<file path="config.mk">
export PLATFORM = sky130hd
export DESIGN_NAME = qbio_top
export DESIGN_NICKNAME = d
export VERILOG_FILES = /design/src/qbio_pkg.sv /design/src/qbio_top.sv
export VERILOG_INCLUDE_DIRS = /design/src
export SDC_FILE = /design/constraint.sdc
export NUM_CORES = 1
export LEC_CHECK = 0
export ABC_AREA = 1
export ABC_CLOCK_PERIOD_IN_PS = 1600
export CAP_MARGIN = 25
export CORE_MARGIN = 2
export CORE_UTILIZATION = 35
export DETAILED_ROUTE_END_ITERATION = 7
export DONT_BUFFER_PORTS = 1
export SLEW_MARGIN = 40
export SYNTH_ARGS = -nofsm -noshare
export SYNTH_HDL_FRONTEND = slang
export SYNTH_SLANG_ARGS = --single-unit
</file>
<file path="constraint.sdc">
create_clock -name clk -period 1.6 [get_ports clk]
set_input_delay 0.24 -clock clk [delete_from_list [all_inputs] [get_ports clk]]
set_output_delay 0.24 -clock clk [all_outputs]
set_load 0.01 [all_outputs]
</file>
<file path="src/qbio_regs.svh">
// register offsets, field positions, reset values and timing counts of the port block
// assumes a 16-bit byte address on the register port and 8-bit data
`ifndef QBIO_REGS_SVH
`define QBIO_REGS_SVH

`define QBIO_ADDR_P1_DATA 16'h1020
`define QBIO_ADDR_P1_DIR 16'h1021
`define QBIO_ADDR_P1_FLAGS 16'h1022
`define QBIO_ADDR_P1_KIND 16'h1023
`define QBIO_ADDR_P2_DATA 16'h1024
`define QBIO_ADDR_P2_DIR 16'h1025
`define QBIO_ADDR_P2_FLAGS 16'h1026
`define QBIO_ADDR_P2_KIND 16'h1027
`define QBIO_ADDR_P3_DATA 16'h1028
`define QBIO_ADDR_P3_DIR 16'h1029
`define QBIO_ADDR_P3_FLAGS 16'h102a
`define QBIO_ADDR_PULLUP 16'h102b
`define QBIO_ADDR_DRIVE 16'h102c
`define QBIO_ADDR_IN_CTRL 16'h102d
`define QBIO_ADDR_P4_DATA 16'h1040
`define QBIO_ADDR_P4_DIR 16'h1041
`define QBIO_MEM_LO 16'h4000
`define QBIO_MEM_HI 16'h7fff
`define QBIO_DISP_ADDR_A 16'h100e
`define QBIO_DISP_ADDR_B 16'h100f
`define QBIO_RESET_BYTE 8'h00
`define QBIO_TIMER_SRC_PIN 3'h0
`define QBIO_CTRL_FILTER_LSB 4
`define QBIO_CTRL_IRQEN_LSB 0
`define QBIO_DEBOUNCE_NS 400
`define QBIO_CLK_NS 100

`endif

</file>
<file path="src/qbio_pkg.sv">
// types shared by the quad byte port block
// no assumptions beyond the register header
`default_nettype none
package qbio_pkg;
	typedef logic [7:0] qbio_byte_t;
	typedef logic [3:0][7:0] qbio_quad_t;

	// pad side of all four ports, index 0 is port one
	typedef struct packed {
		qbio_quad_t lvl;
		qbio_quad_t oe;
	} qbio_pad_t;

	// signals and enables owned by neighbouring units
	typedef struct packed {
		logic [2:0] first_timer_src;
		logic [2:0] second_timer_src;
		logic modulator_en;
		logic first_modulator_out;
		logic second_modulator_out;
		logic expansion_write_en;
		logic expansion_write_strobe_n;
		logic two_flash_en;
		logic second_flash_select_n;
		logic low_voltage_en;
		logic low_voltage_flag_n;
		logic mem_decoder_en;
		logic serial_en;
		logic serial_tx;
		logic display_en;
	} qbio_alt_t;

	// cpu memory cycle seen by the decoders
	typedef struct packed {
		logic [15:0] addr;
		logic wr;
		logic rd;
	} qbio_cpu_t;
endpackage
`default_nettype wire

</file>
<file path="src/qbio_top.sv">
// four 8-bit general purpose ports with alternate pin functions
// assumes pad levels arrive asynchronously; neighbour units share clk
`timescale 1ns/1ps
`default_nettype none
`include "qbio_regs.svh"

module qbio_top
	import qbio_pkg::*;
#(
	parameter int DEBOUNCE_NS = `QBIO_DEBOUNCE_NS
) (
	// clock and reset
	input wire logic clk,
	input wire logic rstn,
	// register port
	input wire logic [15:0] reg_addr,
	input wire logic [7:0] reg_wdata,
	input wire logic reg_wr,
	input wire logic reg_rd,
	output logic [7:0] reg_rdata,
	// pads
	input wire qbio_quad_t pad_in,
	output qbio_pad_t pad,
	output logic [7:0] pullup_en,
	output logic [7:0] drive_high,
	// neighbouring units
	input wire qbio_alt_t alt,
	input wire qbio_cpu_t cpu,
	output logic first_timer_clk,
	output logic second_timer_clk,
	output logic serial_rx
);

	localparam int DEB_CYCLES_RAW = (DEBOUNCE_NS + `QBIO_CLK_NS - 1) / `QBIO_CLK_NS;
	localparam int DEB_CYCLES = (DEB_CYCLES_RAW < 1) ? 1 : DEB_CYCLES_RAW;
	localparam int DW = $clog2(DEB_CYCLES + 1);

	// ****************************************
	// registers
	// ****************************************
	qbio_quad_t data_q;
	qbio_quad_t dir_q;
	logic [2:0][7:0] flags_q;
	logic [1:0][7:0] kind_q;
	qbio_byte_t pullup_q;
	qbio_byte_t drive_q;
	qbio_byte_t in_ctrl_q;
	qbio_quad_t sync1_q;
	qbio_quad_t sync2_q;
	qbio_quad_t in_lvl;
	qbio_quad_t prev_q;
	logic [2:0][7:0] trig;
	logic [1:0][7:0] wr_flags;
	logic [7:0] wr_flags3;
	logic mem_hit;
	logic disp_hit;
	logic disp_rw_q;

	assign mem_hit = (cpu.addr >= `QBIO_MEM_LO) && (cpu.addr <= `QBIO_MEM_HI);
	assign disp_hit = (cpu.addr == `QBIO_DISP_ADDR_A) || (cpu.addr == `QBIO_DISP_ADDR_B);

	always_ff @(posedge clk or negedge rstn) begin
		if (!rstn) begin
			data_q <= '0;
			dir_q <= '0;
			kind_q <= '0;
			pullup_q <= `QBIO_RESET_BYTE;
			drive_q <= `QBIO_RESET_BYTE;
			in_ctrl_q <= `QBIO_RESET_BYTE;
		end else if (reg_wr) begin
			if (reg_addr == `QBIO_ADDR_P1_DATA) begin
				data_q[0] <= reg_wdata;
			end else if (reg_addr == `QBIO_ADDR_P2_DATA) begin
				data_q[1] <= reg_wdata;
			end else if (reg_addr == `QBIO_ADDR_P3_DATA) begin
				data_q[2] <= reg_wdata;
			end else if (reg_addr == `QBIO_ADDR_P4_DATA) begin
				data_q[3] <= reg_wdata;
			end else if (reg_addr == `QBIO_ADDR_P1_DIR) begin
				dir_q[0] <= reg_wdata;
			end else if (reg_addr == `QBIO_ADDR_P2_DIR) begin
				dir_q[1] <= reg_wdata;
			end else if (reg_addr == `QBIO_ADDR_P3_DIR) begin
				dir_q[2] <= reg_wdata;
			end else if (reg_addr == `QBIO_ADDR_P4_DIR) begin
				dir_q[3] <= reg_wdata;
			end else if (reg_addr == `QBIO_ADDR_P1_KIND) begin
				kind_q[0] <= reg_wdata;
			end else if (reg_addr == `QBIO_ADDR_P2_KIND) begin
				kind_q[1] <= reg_wdata;
			end else if (reg_addr == `QBIO_ADDR_PULLUP) begin
				pullup_q <= reg_wdata;
			end else if (reg_addr == `QBIO_ADDR_DRIVE) begin
				drive_q <= reg_wdata;
			end else if (reg_addr == `QBIO_ADDR_IN_CTRL) begin
				in_ctrl_q <= reg_wdata;
			end
		end
	end

	// ****************************************
	// read port
	// ****************************************
	// output bits read back the register, input bits the conditioned pad
	function automatic qbio_byte_t port_view(qbio_byte_t d, qbio_byte_t dr, qbio_byte_t lv);
		port_view = (d & dr) | (lv & ~dr);
	endfunction

	always_ff @(posedge clk or negedge rstn) begin
		if (!rstn) begin
			reg_rdata <= '0;
		end else if (!reg_rd) begin
			reg_rdata <= '0;
		end else if (reg_addr == `QBIO_ADDR_P1_DATA) begin
			reg_rdata <= port_view(data_q[0], dir_q[0], in_lvl[0]);
		end else if (reg_addr == `QBIO_ADDR_P2_DATA) begin
			reg_rdata <= port_view(data_q[1], dir_q[1], in_lvl[1]);
		end else if (reg_addr == `QBIO_ADDR_P3_DATA) begin
			reg_rdata <= port_view(data_q[2], dir_q[2], in_lvl[2]);
		end else if (reg_addr == `QBIO_ADDR_P4_DATA) begin
			reg_rdata <= port_view(data_q[3], dir_q[3], in_lvl[3]);
		end else if (reg_addr == `QBIO_ADDR_P1_DIR) begin
			reg_rdata <= dir_q[0];
		end else if (reg_addr == `QBIO_ADDR_P2_DIR) begin
			reg_rdata <= dir_q[1];
		end else if (reg_addr == `QBIO_ADDR_P3_DIR) begin
			reg_rdata <= dir_q[2];
		end else if (reg_addr == `QBIO_ADDR_P4_DIR) begin
			reg_rdata <= dir_q[3];
		end else if (reg_addr == `QBIO_ADDR_P1_FLAGS) begin
			reg_rdata <= flags_q[0];
		end else if (reg_addr == `QBIO_ADDR_P2_FLAGS) begin
			reg_rdata <= flags_q[1];
		end else if (reg_addr == `QBIO_ADDR_P3_FLAGS) begin
			reg_rdata <= flags_q[2];
		end else if (reg_addr == `QBIO_ADDR_P1_KIND) begin
			reg_rdata <= kind_q[0];
		end else if (reg_addr == `QBIO_ADDR_P2_KIND) begin
			reg_rdata <= kind_q[1];
		end else if (reg_addr == `QBIO_ADDR_PULLUP) begin
			reg_rdata <= pullup_q;
		end else if (reg_addr == `QBIO_ADDR_DRIVE) begin
			reg_rdata <= drive_q;
		end else if (reg_addr == `QBIO_ADDR_IN_CTRL) begin
			reg_rdata <= in_ctrl_q;
		end else begin
			reg_rdata <= '0;
		end
	end

	// ****************************************
	// input conditioning
	// ****************************************
	always_ff @(posedge clk or negedge rstn) begin
		if (!rstn) begin
			sync1_q <= '0;
			sync2_q <= '0;
		end else begin
			sync1_q <= pad_in;
			sync2_q <= sync1_q;
		end
	end

	// ports one and two get a per-pin filter; a pin follows only after
	// it held a new level for the whole debounce time
	genvar g;
	generate
		for (g = 0; g < 32; g++) begin : g_in
			if (g < 16) begin : g_deb
				logic stable_q;
				logic [DW-1:0] cnt_q;
				always_ff @(posedge clk or negedge rstn) begin
					if (!rstn) begin
						stable_q <= 1'b0;
						cnt_q <= '0;
					end else if (sync2_q[g/8][g%8] == stable_q) begin
						cnt_q <= '0;
					end else if (cnt_q >= DW'(DEB_CYCLES - 1)) begin
						stable_q <= sync2_q[g/8][g%8];
						cnt_q <= '0;
					end else begin
						cnt_q <= cnt_q + 1'b1;
					end
				end
				// select bits 7..4 cover port two high..port one low nibble
				assign in_lvl[g/8][g%8] = in_ctrl_q[`QBIO_CTRL_FILTER_LSB + g/4] ?
					stable_q : sync2_q[g/8][g%8];
			end else begin : g_raw
				assign in_lvl[g/8][g%8] = sync2_q[g/8][g%8];
			end
		end
	endgenerate

	// ****************************************
	// interrupt indicate flags
	// ****************************************
	// ports one/two: rising edge, gated per nibble by the control enables;
	// port three: upper nibble and bits 1,0 rising, bits 3,2 falling
	always_comb begin
		for (int p = 0; p < 2; p++) begin
			for (int b = 0; b < 8; b++) begin
				trig[p][b] = in_lvl[p][b] & ~prev_q[p][b] &
					in_ctrl_q[`QBIO_CTRL_IRQEN_LSB + p*2 + b/4];
			end
		end
		trig[2] = (in_lvl[2] & ~prev_q[2] & 8'hf3) | (~in_lvl[2] & prev_q[2] & 8'h0c);
	end

	always_comb begin
		wr_flags[0] = (reg_wr && reg_addr == `QBIO_ADDR_P1_FLAGS) ? reg_wdata : 8'hff;
		wr_flags[1] = (reg_wr && reg_addr == `QBIO_ADDR_P2_FLAGS) ? reg_wdata : 8'hff;
		wr_flags3 = (reg_wr && reg_addr == `QBIO_ADDR_P3_FLAGS) ? reg_wdata : 8'hff;
	end

	always_ff @(posedge clk or negedge rstn) begin
		if (!rstn) begin
			prev_q <= '0;
			flags_q <= '0;
		end else begin
			prev_q <= in_lvl;
			// a new trigger wins over a clearing write in the same cycle
			flags_q[0] <= (flags_q[0] & wr_flags[0]) | trig[0];
			flags_q[1] <= (flags_q[1] & wr_flags[1]) | trig[1];
			flags_q[2] <= (flags_q[2] & wr_flags3) | trig[2];
		end
	end

	// ****************************************
	// pad drive and alternate functions
	// ****************************************
	qbio_quad_t lvl_d;
	qbio_quad_t oe_d;

	always_comb begin
		for (int p = 0; p < 4; p++) begin
			lvl_d[p] = data_q[p];
			oe_d[p] = dir_q[p];
		end
		// open drain: direction bit is the level, high is released
		for (int p = 0; p < 2; p++) begin
			for (int b = 0; b < 8; b++) begin
				if (kind_q[p][b]) begin
					lvl_d[p][b] = 1'b0;
					oe_d[p][b] = ~dir_q[p][b];
				end
			end
		end
		if (alt.modulator_en) begin
			lvl_d[1][7] = alt.first_modulator_out;
			lvl_d[1][6] = alt.second_modulator_out;
			oe_d[1][7:6] = 2'h3;
		end
		if (alt.expansion_write_en) begin
			lvl_d[1][5] = alt.expansion_write_strobe_n;
			oe_d[1][5] = 1'b1;
		end
		if (alt.two_flash_en) begin
			lvl_d[1][4] = alt.second_flash_select_n;
			oe_d[1][4] = 1'b1;
		end
		if (alt.low_voltage_en) begin
			lvl_d[1][3] = alt.low_voltage_flag_n;
			oe_d[1][3] = 1'b1;
		end
		if (alt.mem_decoder_en) begin
			lvl_d[1][2] = ~(mem_hit & cpu.wr);
			lvl_d[1][1] = ~(mem_hit & cpu.rd);
			lvl_d[1][0] = ~(mem_hit & (cpu.wr | cpu.rd));
			oe_d[1][2:0] = 3'h7;
		end
		if (alt.serial_en) begin
			lvl_d[2][3] = alt.serial_tx;
			oe_d[2][3] = 1'b1;
			lvl_d[2][2] = 1'b0;
			oe_d[2][2] = 1'b0;
		end
		if (alt.display_en) begin
			lvl_d[2][1] = disp_hit & (cpu.wr | cpu.rd);
			// rw must already be valid while the enable strobe stands
			lvl_d[2][0] = (disp_hit && (cpu.wr || cpu.rd)) ? cpu.rd : disp_rw_q;
			oe_d[2][1:0] = 2'h3;
		end
	end

	// read/write line holds the kind of the last display access
	always_ff @(posedge clk or negedge rstn) begin
		if (!rstn) begin
			disp_rw_q <= 1'b0;
		end else if (disp_hit && (cpu.wr || cpu.rd)) begin
			disp_rw_q <= cpu.rd;
		end
	end

	// registered pads cost one cycle on every strobe; accepted so that
	// no pad ever glitches from decode logic
	always_ff @(posedge clk or negedge rstn) begin
		if (!rstn) begin
			pad <= '0;
			pullup_en <= '0;
			drive_high <= '0;
			first_timer_clk <= 1'b0;
			second_timer_clk <= 1'b0;
			serial_rx <= 1'b1;
		end else begin
			pad.lvl <= lvl_d;
			pad.oe <= oe_d;
			pullup_en <= pullup_q;
			drive_high <= drive_q;
			first_timer_clk <= (alt.first_timer_src == `QBIO_TIMER_SRC_PIN) &
				in_lvl[0][0];
			second_timer_clk <= (alt.second_timer_src == `QBIO_TIMER_SRC_PIN) &
				in_lvl[0][1];
			serial_rx <= alt.serial_en ? in_lvl[2][2] : 1'b1;
		end
	end

endmodule

`default_nettype wire

</file>
-- Yosys cells after proc, flatten, opt, wreduce, memory -nomap -nowiden
Cells that the tools add are included.
- bits of input ports: 97
- bits in writable memories: 0
- flip-flop bits (word level): 372
- bits in latches: 0
- logic and storage cells: 425
- memories: 0
- bits in read-only memories: 0
- output and inout port bits: 91
- mux-type cells: 116
- equality and inequality tests: 34
- reductions and logical operators: 38
- add/subtract/negate cells: 16
- multiply operators: 0
- div/mod/pow operators: 0
- magnitude comparators: 18
- bitwise operators: 129
- shift operators: 0
- operators by type and width (operator ; number):
    == test 16 x 13 -> 1 bit (second input constant) ; 18
    two-way mux 8 bit ; 20
    two-way mux 3 bit ; 34
    bitwise AND 8 bit ; 12
    inverter 1 bit ; 63
    two-way mux 1 bit ; 56
    OR 8 bit ; 7
    adder 3 x 1 -> 3 bit (second input constant) ; 16
    greater-or-equal comparator 3 x 2 -> 1 bit (second input constant) ; 16
    inverter 8 bit ; 5
    bitwise AND 1 bit ; 38
    AND reduction 2 bit ; 17
    == test 1 bit ; 16
    greater-or-equal comparator 16 x 15 -> 1 bit (second input constant) ; 1
    less-or-equal comparator 16 x 15 -> 1 bit (second input constant) ; 1
    AND reduction 14 bit ; 1
    AND reduction 13 bit ; 1
    two-way mux 2 bit ; 6
    AND reduction 12 bit ; 1
    AND reduction 11 bit ; 1
    AND reduction 10 bit ; 1
    AND reduction 9 bit ; 1
    OR 8 x 4 -> 8 bit ; 1
    AND reduction 8 bit ; 1
    11 further kinds ; 17

-- Depth between registers and ports, before layout
- word-level depth: 18
- gate-level depth with buffers: 22
- depth with buffers taken out: 21

-- Worst setup path after synthesis
No wires, ideal clock.
- kind: input-to-reg
- start: in reg_addr[11]
- end: reg reg_rdata[4]
- path buffers: 0
- stages on the path: 17
- arrival time: 1.651 ns
- data required time: 1.487 ns
- setup time: 0.113 ns
- setup slack: -0.164 ns
- cells stage by stage: nor2_1 > nand4_1 > nor2_4 > nand2_2 > nor2_8 > inv_2 > or2_0 > nand2_1 > nand2_1 > nand2_1 > nand2_1 > nand2_1 > nand2_1 > nand2_1 > nand3_1 > nand2_1 > inv_1
- cells in the longest elaborated chain, start to end: 18
- elaborated cells on any way between the ends: 33
- classes of those cells: eq/ne: 16; mux: 17
- RTL lines (what ; line ; RTL):
    from (decl) ; qbio_top.sv:16 ; input wire logic [15:0] reg_addr,
    == test 16 x 13 -> 1 bit (no line) ; -- ;
    two-way mux 8 bit ; qbio_top.sv:144 ; end else if (reg_addr == `QBIO_ADDR_IN_CTRL) begin
    two-way mux 8 bit ; qbio_top.sv:142 ; end else if (reg_addr == `QBIO_ADDR_DRIVE) begin
    two-way mux 8 bit ; qbio_top.sv:140 ; end else if (reg_addr == `QBIO_ADDR_PULLUP) begin
    two-way mux 8 bit ; qbio_top.sv:138 ; end else if (reg_addr == `QBIO_ADDR_P2_KIND) begin
    two-way mux 8 bit ; qbio_top.sv:136 ; end else if (reg_addr == `QBIO_ADDR_P1_KIND) begin
    two-way mux 8 bit ; qbio_top.sv:134 ; end else if (reg_addr == `QBIO_ADDR_P3_FLAGS) begin
    two-way mux 8 bit ; qbio_top.sv:132 ; end else if (reg_addr == `QBIO_ADDR_P2_FLAGS) begin
    [... 2 more ...] ; -- ;
    two-way mux 8 bit ; qbio_top.sv:126 ; end else if (reg_addr == `QBIO_ADDR_P3_DIR) begin
    two-way mux 8 bit ; qbio_top.sv:124 ; end else if (reg_addr == `QBIO_ADDR_P2_DIR) begin
    two-way mux 8 bit ; qbio_top.sv:122 ; end else if (reg_addr == `QBIO_ADDR_P1_DIR) begin
    two-way mux 8 bit ; qbio_top.sv:120 ; end else if (reg_addr == `QBIO_ADDR_P4_DATA) begin
    two-way mux 8 bit ; qbio_top.sv:118 ; end else if (reg_addr == `QBIO_ADDR_P3_DATA) begin
    two-way mux 8 bit ; qbio_top.sv:116 ; end else if (reg_addr == `QBIO_ADDR_P2_DATA) begin
    two-way mux 8 bit * ; qbio_top.sv:114 ; end else if (reg_addr == `QBIO_ADDR_P1_DATA) begin
    two-way mux 8 bit * ; qbio_top.sv:112 ; end else if (!reg_rd) begin
    to (signal assigned) ; qbio_top.sv:115 ; reg_rdata <= port_view(data_q[0], dir_q[0], in_lvl[0]);
    to (signal assigned) ; qbio_top.sv:117 ; reg_rdata <= port_view(data_q[1], dir_q[1], in_lvl[1]);
    to (signal assigned) ; qbio_top.sv:119 ; reg_rdata <= port_view(data_q[2], dir_q[2], in_lvl[2]);
    to (decl) ; qbio_top.sv:20 ; output logic [7:0] reg_rdata,
Every way passes the cells marked *; elsewhere a longest branch is shown, timed or not.
A chain may end at the register's enable or synchronous reset.

-- Worst setup path after layout
- start: reg drive_q[4]
- end: reg reg_rdata[4]
- cells in the longest elaborated chain, start to end: 16
- RTL lines (what ; line ; RTL):
    from (decl) ; qbio_top.sv:46 ; qbio_byte_t drive_q;
    from (signal assigned) ; qbio_top.sv:68 ; drive_q <= `QBIO_RESET_BYTE;
    from (signal assigned) ; qbio_top.sv:94 ; drive_q <= reg_wdata;
    two-way mux 8 bit ; qbio_top.sv:142 ;
    two-way mux 8 bit ; qbio_top.sv:140 ;
    two-way mux 8 bit ; qbio_top.sv:138 ;
    two-way mux 8 bit ; qbio_top.sv:136 ;
    two-way mux 8 bit ; qbio_top.sv:134 ;
    two-way mux 8 bit ; qbio_top.sv:132 ;
    two-way mux 8 bit ; qbio_top.sv:130 ; end else if (reg_addr == `QBIO_ADDR_P1_FLAGS) begin
    two-way mux 8 bit ; qbio_top.sv:128 ; end else if (reg_addr == `QBIO_ADDR_P4_DIR) begin
    two-way mux 8 bit ; qbio_top.sv:126 ;
    two-way mux 8 bit ; qbio_top.sv:124 ;
    two-way mux 8 bit ; qbio_top.sv:122 ;
    two-way mux 8 bit ; qbio_top.sv:120 ;
    two-way mux 8 bit ; qbio_top.sv:118 ;
    two-way mux 8 bit ; qbio_top.sv:116 ;
    two-way mux 8 bit ; qbio_top.sv:114 ;
    two-way mux 8 bit ; qbio_top.sv:112 ;
No other way between the ends.

==> results.md <==
* H-tree depth at 2
* CTS sink count at approximately 370
* Final wirelength at 43590 um
* Synth cell types at 46
* Placed Instances at slightly above 2000
* Antenna violations before repair at 1
* DR WL met2 at 21120 um
* Setup ws final at about 0.037 ns
* Core area at 0.04102 sq mm
* Top Metal Used: met4
* Flops & latches, synth at approximately 370
* Max cap viols at 0
* Fin nets at between 1500 and 2000
* VDD IR max at 0.7839 mV
* Final Max Slew Viols at 0
* Hold Path Class: in2async
* M1 WL at between 15000 and 20000 um
* Die Y at roughly 210 um
* Die area at 0.04344 sq mm
* Reg area at 0.009311 sq mm
* Post-synth EDFFs at 0
* Unrepaired setup endpoints after global routing: yes
* Worst skew pair latency at between 0.5 and 0.6 ns
* Via count at about 11000
* Mean Syn Cell Area at between 10 and 15 sq um
* Period minus WS final at 1.563 ns
* Synth warn at 0
* Dpl ws at -0.5980 ns
* Initial drt markers at 782
* CP Launch Type: flop
* Fmax achieved at roughly 0.64 GHz
* Pin count of the biggest net entering global routing at 373
* Ranking of synthesized cells by area: dfrtp_1 63%, nand2_1 7.9%, o21ai_0 5.9%
* Gr ovfl total at 0
* First-pass GRT wire length at between 60000 and 70000 um
* Syn-to-layout area delta at 25.77%
* Setup TNS at 0 ns
* Metal3 WL at approximately 2300 um
* GRT Total Usage at about a fifth
* Crit path max fanout at 2
* Status: finished, violations left
* Final setup viols at 0
* Largest family of logic cells by synthesized area: simple AND/OR/NAND/NOR gates
* WS Path Type: reg2reg
* Synth Instances at ~1400
* DRC viols at 0
* Num CTS Buffers at between 40 and 50
* First-pass DRT Iterations at 5
* Clock transition at path regs at roughly 0.060 ns
* DR vias/cell at 4.920
* Adder-cell share of the synthesized area at roughly 2.7%
* CTS root buf: clkbuf_16
* Post-Route Skew at 0.01958 ns
* Prevailing post-synth register cell: dfrtp_1
* Final Wtd Congestion at about 0.94
* Complex-gate fraction of the synthesized area at a little under an eighth
* Hold WS at -0.6239 ns
* Fin crit share at a little over nine tenths
* Routed WL per cell at a little under 20 um
* Post-synthesis xor/xnor area fraction at 1.437%
* Failing checks: negative hold slack
* Area of the multi-input gates at ~0.0048 sq mm
* WP data arrival at between 2 and 2.5 ns
* Vias in the first global route at 10900
* Die Width at between 200 and 250 um
* Fillers at about 3900
* Num rows at 74
* Yosys top cell area share at 63.48%
* IO buf count at 0
* Post-synth ARST share at between 90% and 100%
* Synth area leader: dfrtp_1
* Least-Margin Pin Slew at ~1.5 ns
* Slew margin rel. at under 10%
* Post-synthesis sequential area ratio at between 60% and 70%
* CP required at ~2.1 ns
* Mux cell area share after synthesis at around 1.0%
* Fin util at between 40% and 50%
* Mapped Area at ~0.015 sq mm
* Power per cell area at between 1000 and 1500 mW/mm^2
* IO Pins at 188
* Final Hold Fails at between 300 and 400
* ANT nets after route at 0
* Initial core utilization at 35.66%
* Post-synthesis simple-gate area fraction at 14.88%
* Post-route insts no fill at between 2000 and 2500
* Syn nets at about 1600
* Layout cells sized above 1 at around 17%
* Leakage power at slightly below 9 nW
* Post-DP HPWL at 31440 um
* Crit. End Element: flop
* CTS tree: built
* # hold bufs at CTS at 65
* Clock buffer depth at 3
## cell families after synthesis
| kind of cell | Yosys count |
|---|---|
| AND/OR/NAND/NOR | 520 |
| multiplexers | 14 |
| XOR/XNOR | 24 |
| flip-flops | 372 |
| adder cells (fa/ha/maj) | 32 |
| buffers and inverters | 189 |
| AO/OA/AOI/OAI | 290 |
## layout make-up
cell class	instances	share of cell area, %
repair buffers	185	8.952
flip-flops and latches	372	50.62
inverters	156	3.265
multi-input cells	880	25.86
clock inverters	21	1.388
diodes	1	0.01360
well taps	532	3.619
clock buffers	51	6.285
## per-layer routing
layer / up-vias / track usage (%)
met5: - / 0
met4: 0 / 8.137
met3: 75 / 3.472
met2: 292 / 33.76
met1: 5349 / 26.49
li1: 5098 / -
## sequential cells by signal, indices dropped and copies added, names as in the netlist, 16 cells and up
| name | flops |
|---|---|
| data_q | 32 |
| dir_q | 32 |
| flags_q | 24 |
| g_in.g_deb.cnt_q | 48 |
| g_in.g_deb.stable_q | 16 |
| in_lvl | 16 |
| kind_q | 16 |
| pad | 64 |
| prev_q | 24 |
| sync1_q | 32 |
| sync2_q | 16 |
## metrics by stage
stage          power (mW)  area [sq um]
2_1_floorplan       12.83         14720
3_3_place_gp        13.44         16200
3_5_place_dp        13.62         16200
4_1_cts             23.72         18280
5_1_grt             24.67         18390
6_report            23.46         18390
## power breakdown
group          leakage (nW)  internal [mW]  switching, mW  total (mW)
clock network         0.695           5.95           3.87        9.82
registers              4.73           10.3          0.551        10.8
logic                  3.46           1.33           1.46        2.79
total                  8.89           17.6           5.87        23.5
## worst max-delay path, stage by stage (launching register included)
cell     delay (ns)
dfrtp_1        0.43
or2_4          0.25
nand3_2        0.07
nand2_2        0.06
nand2_1        0.05
nand2_1        0.07
nand2_1        0.07
nand2_1        0.05
nand2_1        0.06
nand2_1        0.05
nand2_1        0.05
nand2_1        0.05
nand2_1        0.06
nand3_1        0.06
nand2_1        0.06
inv_1          0.03
## cell usage after synthesis (2+ instances only)
library cell and number:
a31oi_1 10, or2_1 2, nor2_2 2, ha_1 32, a311oi_1 2, o211ai_1 10
inv_1 150, or2_2 18, nand3_1 21, nor3b_1 3, o31ai_1 19, o21ai_1 3
dfrtp_1 371, clkbuf_1 19, o21ai_0 172, nor4_1 5, a21oi_1 41, nand2_1 306
nor2_1 129, buf_2 13, a211o_1 14, o21a_1 2, xor2_1 8, inv_2 5
nand3_2 2, o22ai_1 6, nand4_1 5, mux2_2 9, nand2_2 5, nor3_1 15
xnor2_1 16, mux2i_1 5, a221oi_1 8
## final timing paths
path	slack [ns]	startpoint	depth (start not counted)	endpoint
max	0.04	drive_q[4]	15	reg_rdata[4]
min	-0.62	rstn	0	drive_high[0]
max reg2reg	0.04	drive_q[4]	15	reg_rdata[4]
min reg2reg	0.34	sync1_q[4]	0	sync2_q[4]
max in group asynchronous	0.93	rstn	0	in_ctrl_q[6]
min in group clk	0.03	cpu[0]	3	disp_rw_q
## repair_timing
item,CTS,global route
pin swaps,0,9
setup buffers,0,2
gates resized for setup,3,34
endpoints found under the setup margin,3,27
hold endpoints to repair,478,372
cloned,0,0
## placed cells by master (no fill, tap or decap), drive strengths merged, types with 2 or more instances in the layout
cell         instances
a211o               14
a21oi               41
a221oi               8
a311oi               2
a31oi               10
buf                120
bufinv               5
clkbuf              51
clkinv              11
clkinvlp             3
dfrtp              371
dlygate4sd3         65
ha                  32
inv                158
mux2                 9
mux2i                5
nand2              311
nand3               23
nand4                5
nor2               133
nor3                16
nor3b                3
nor4                 6
o211ai              10
o21a                 2
o21ai              175
o22ai                6
o31ai               19
or2                 21
xnor2               16
xor2                 8
Note: power is estimated with default switching activity, not from simulation.
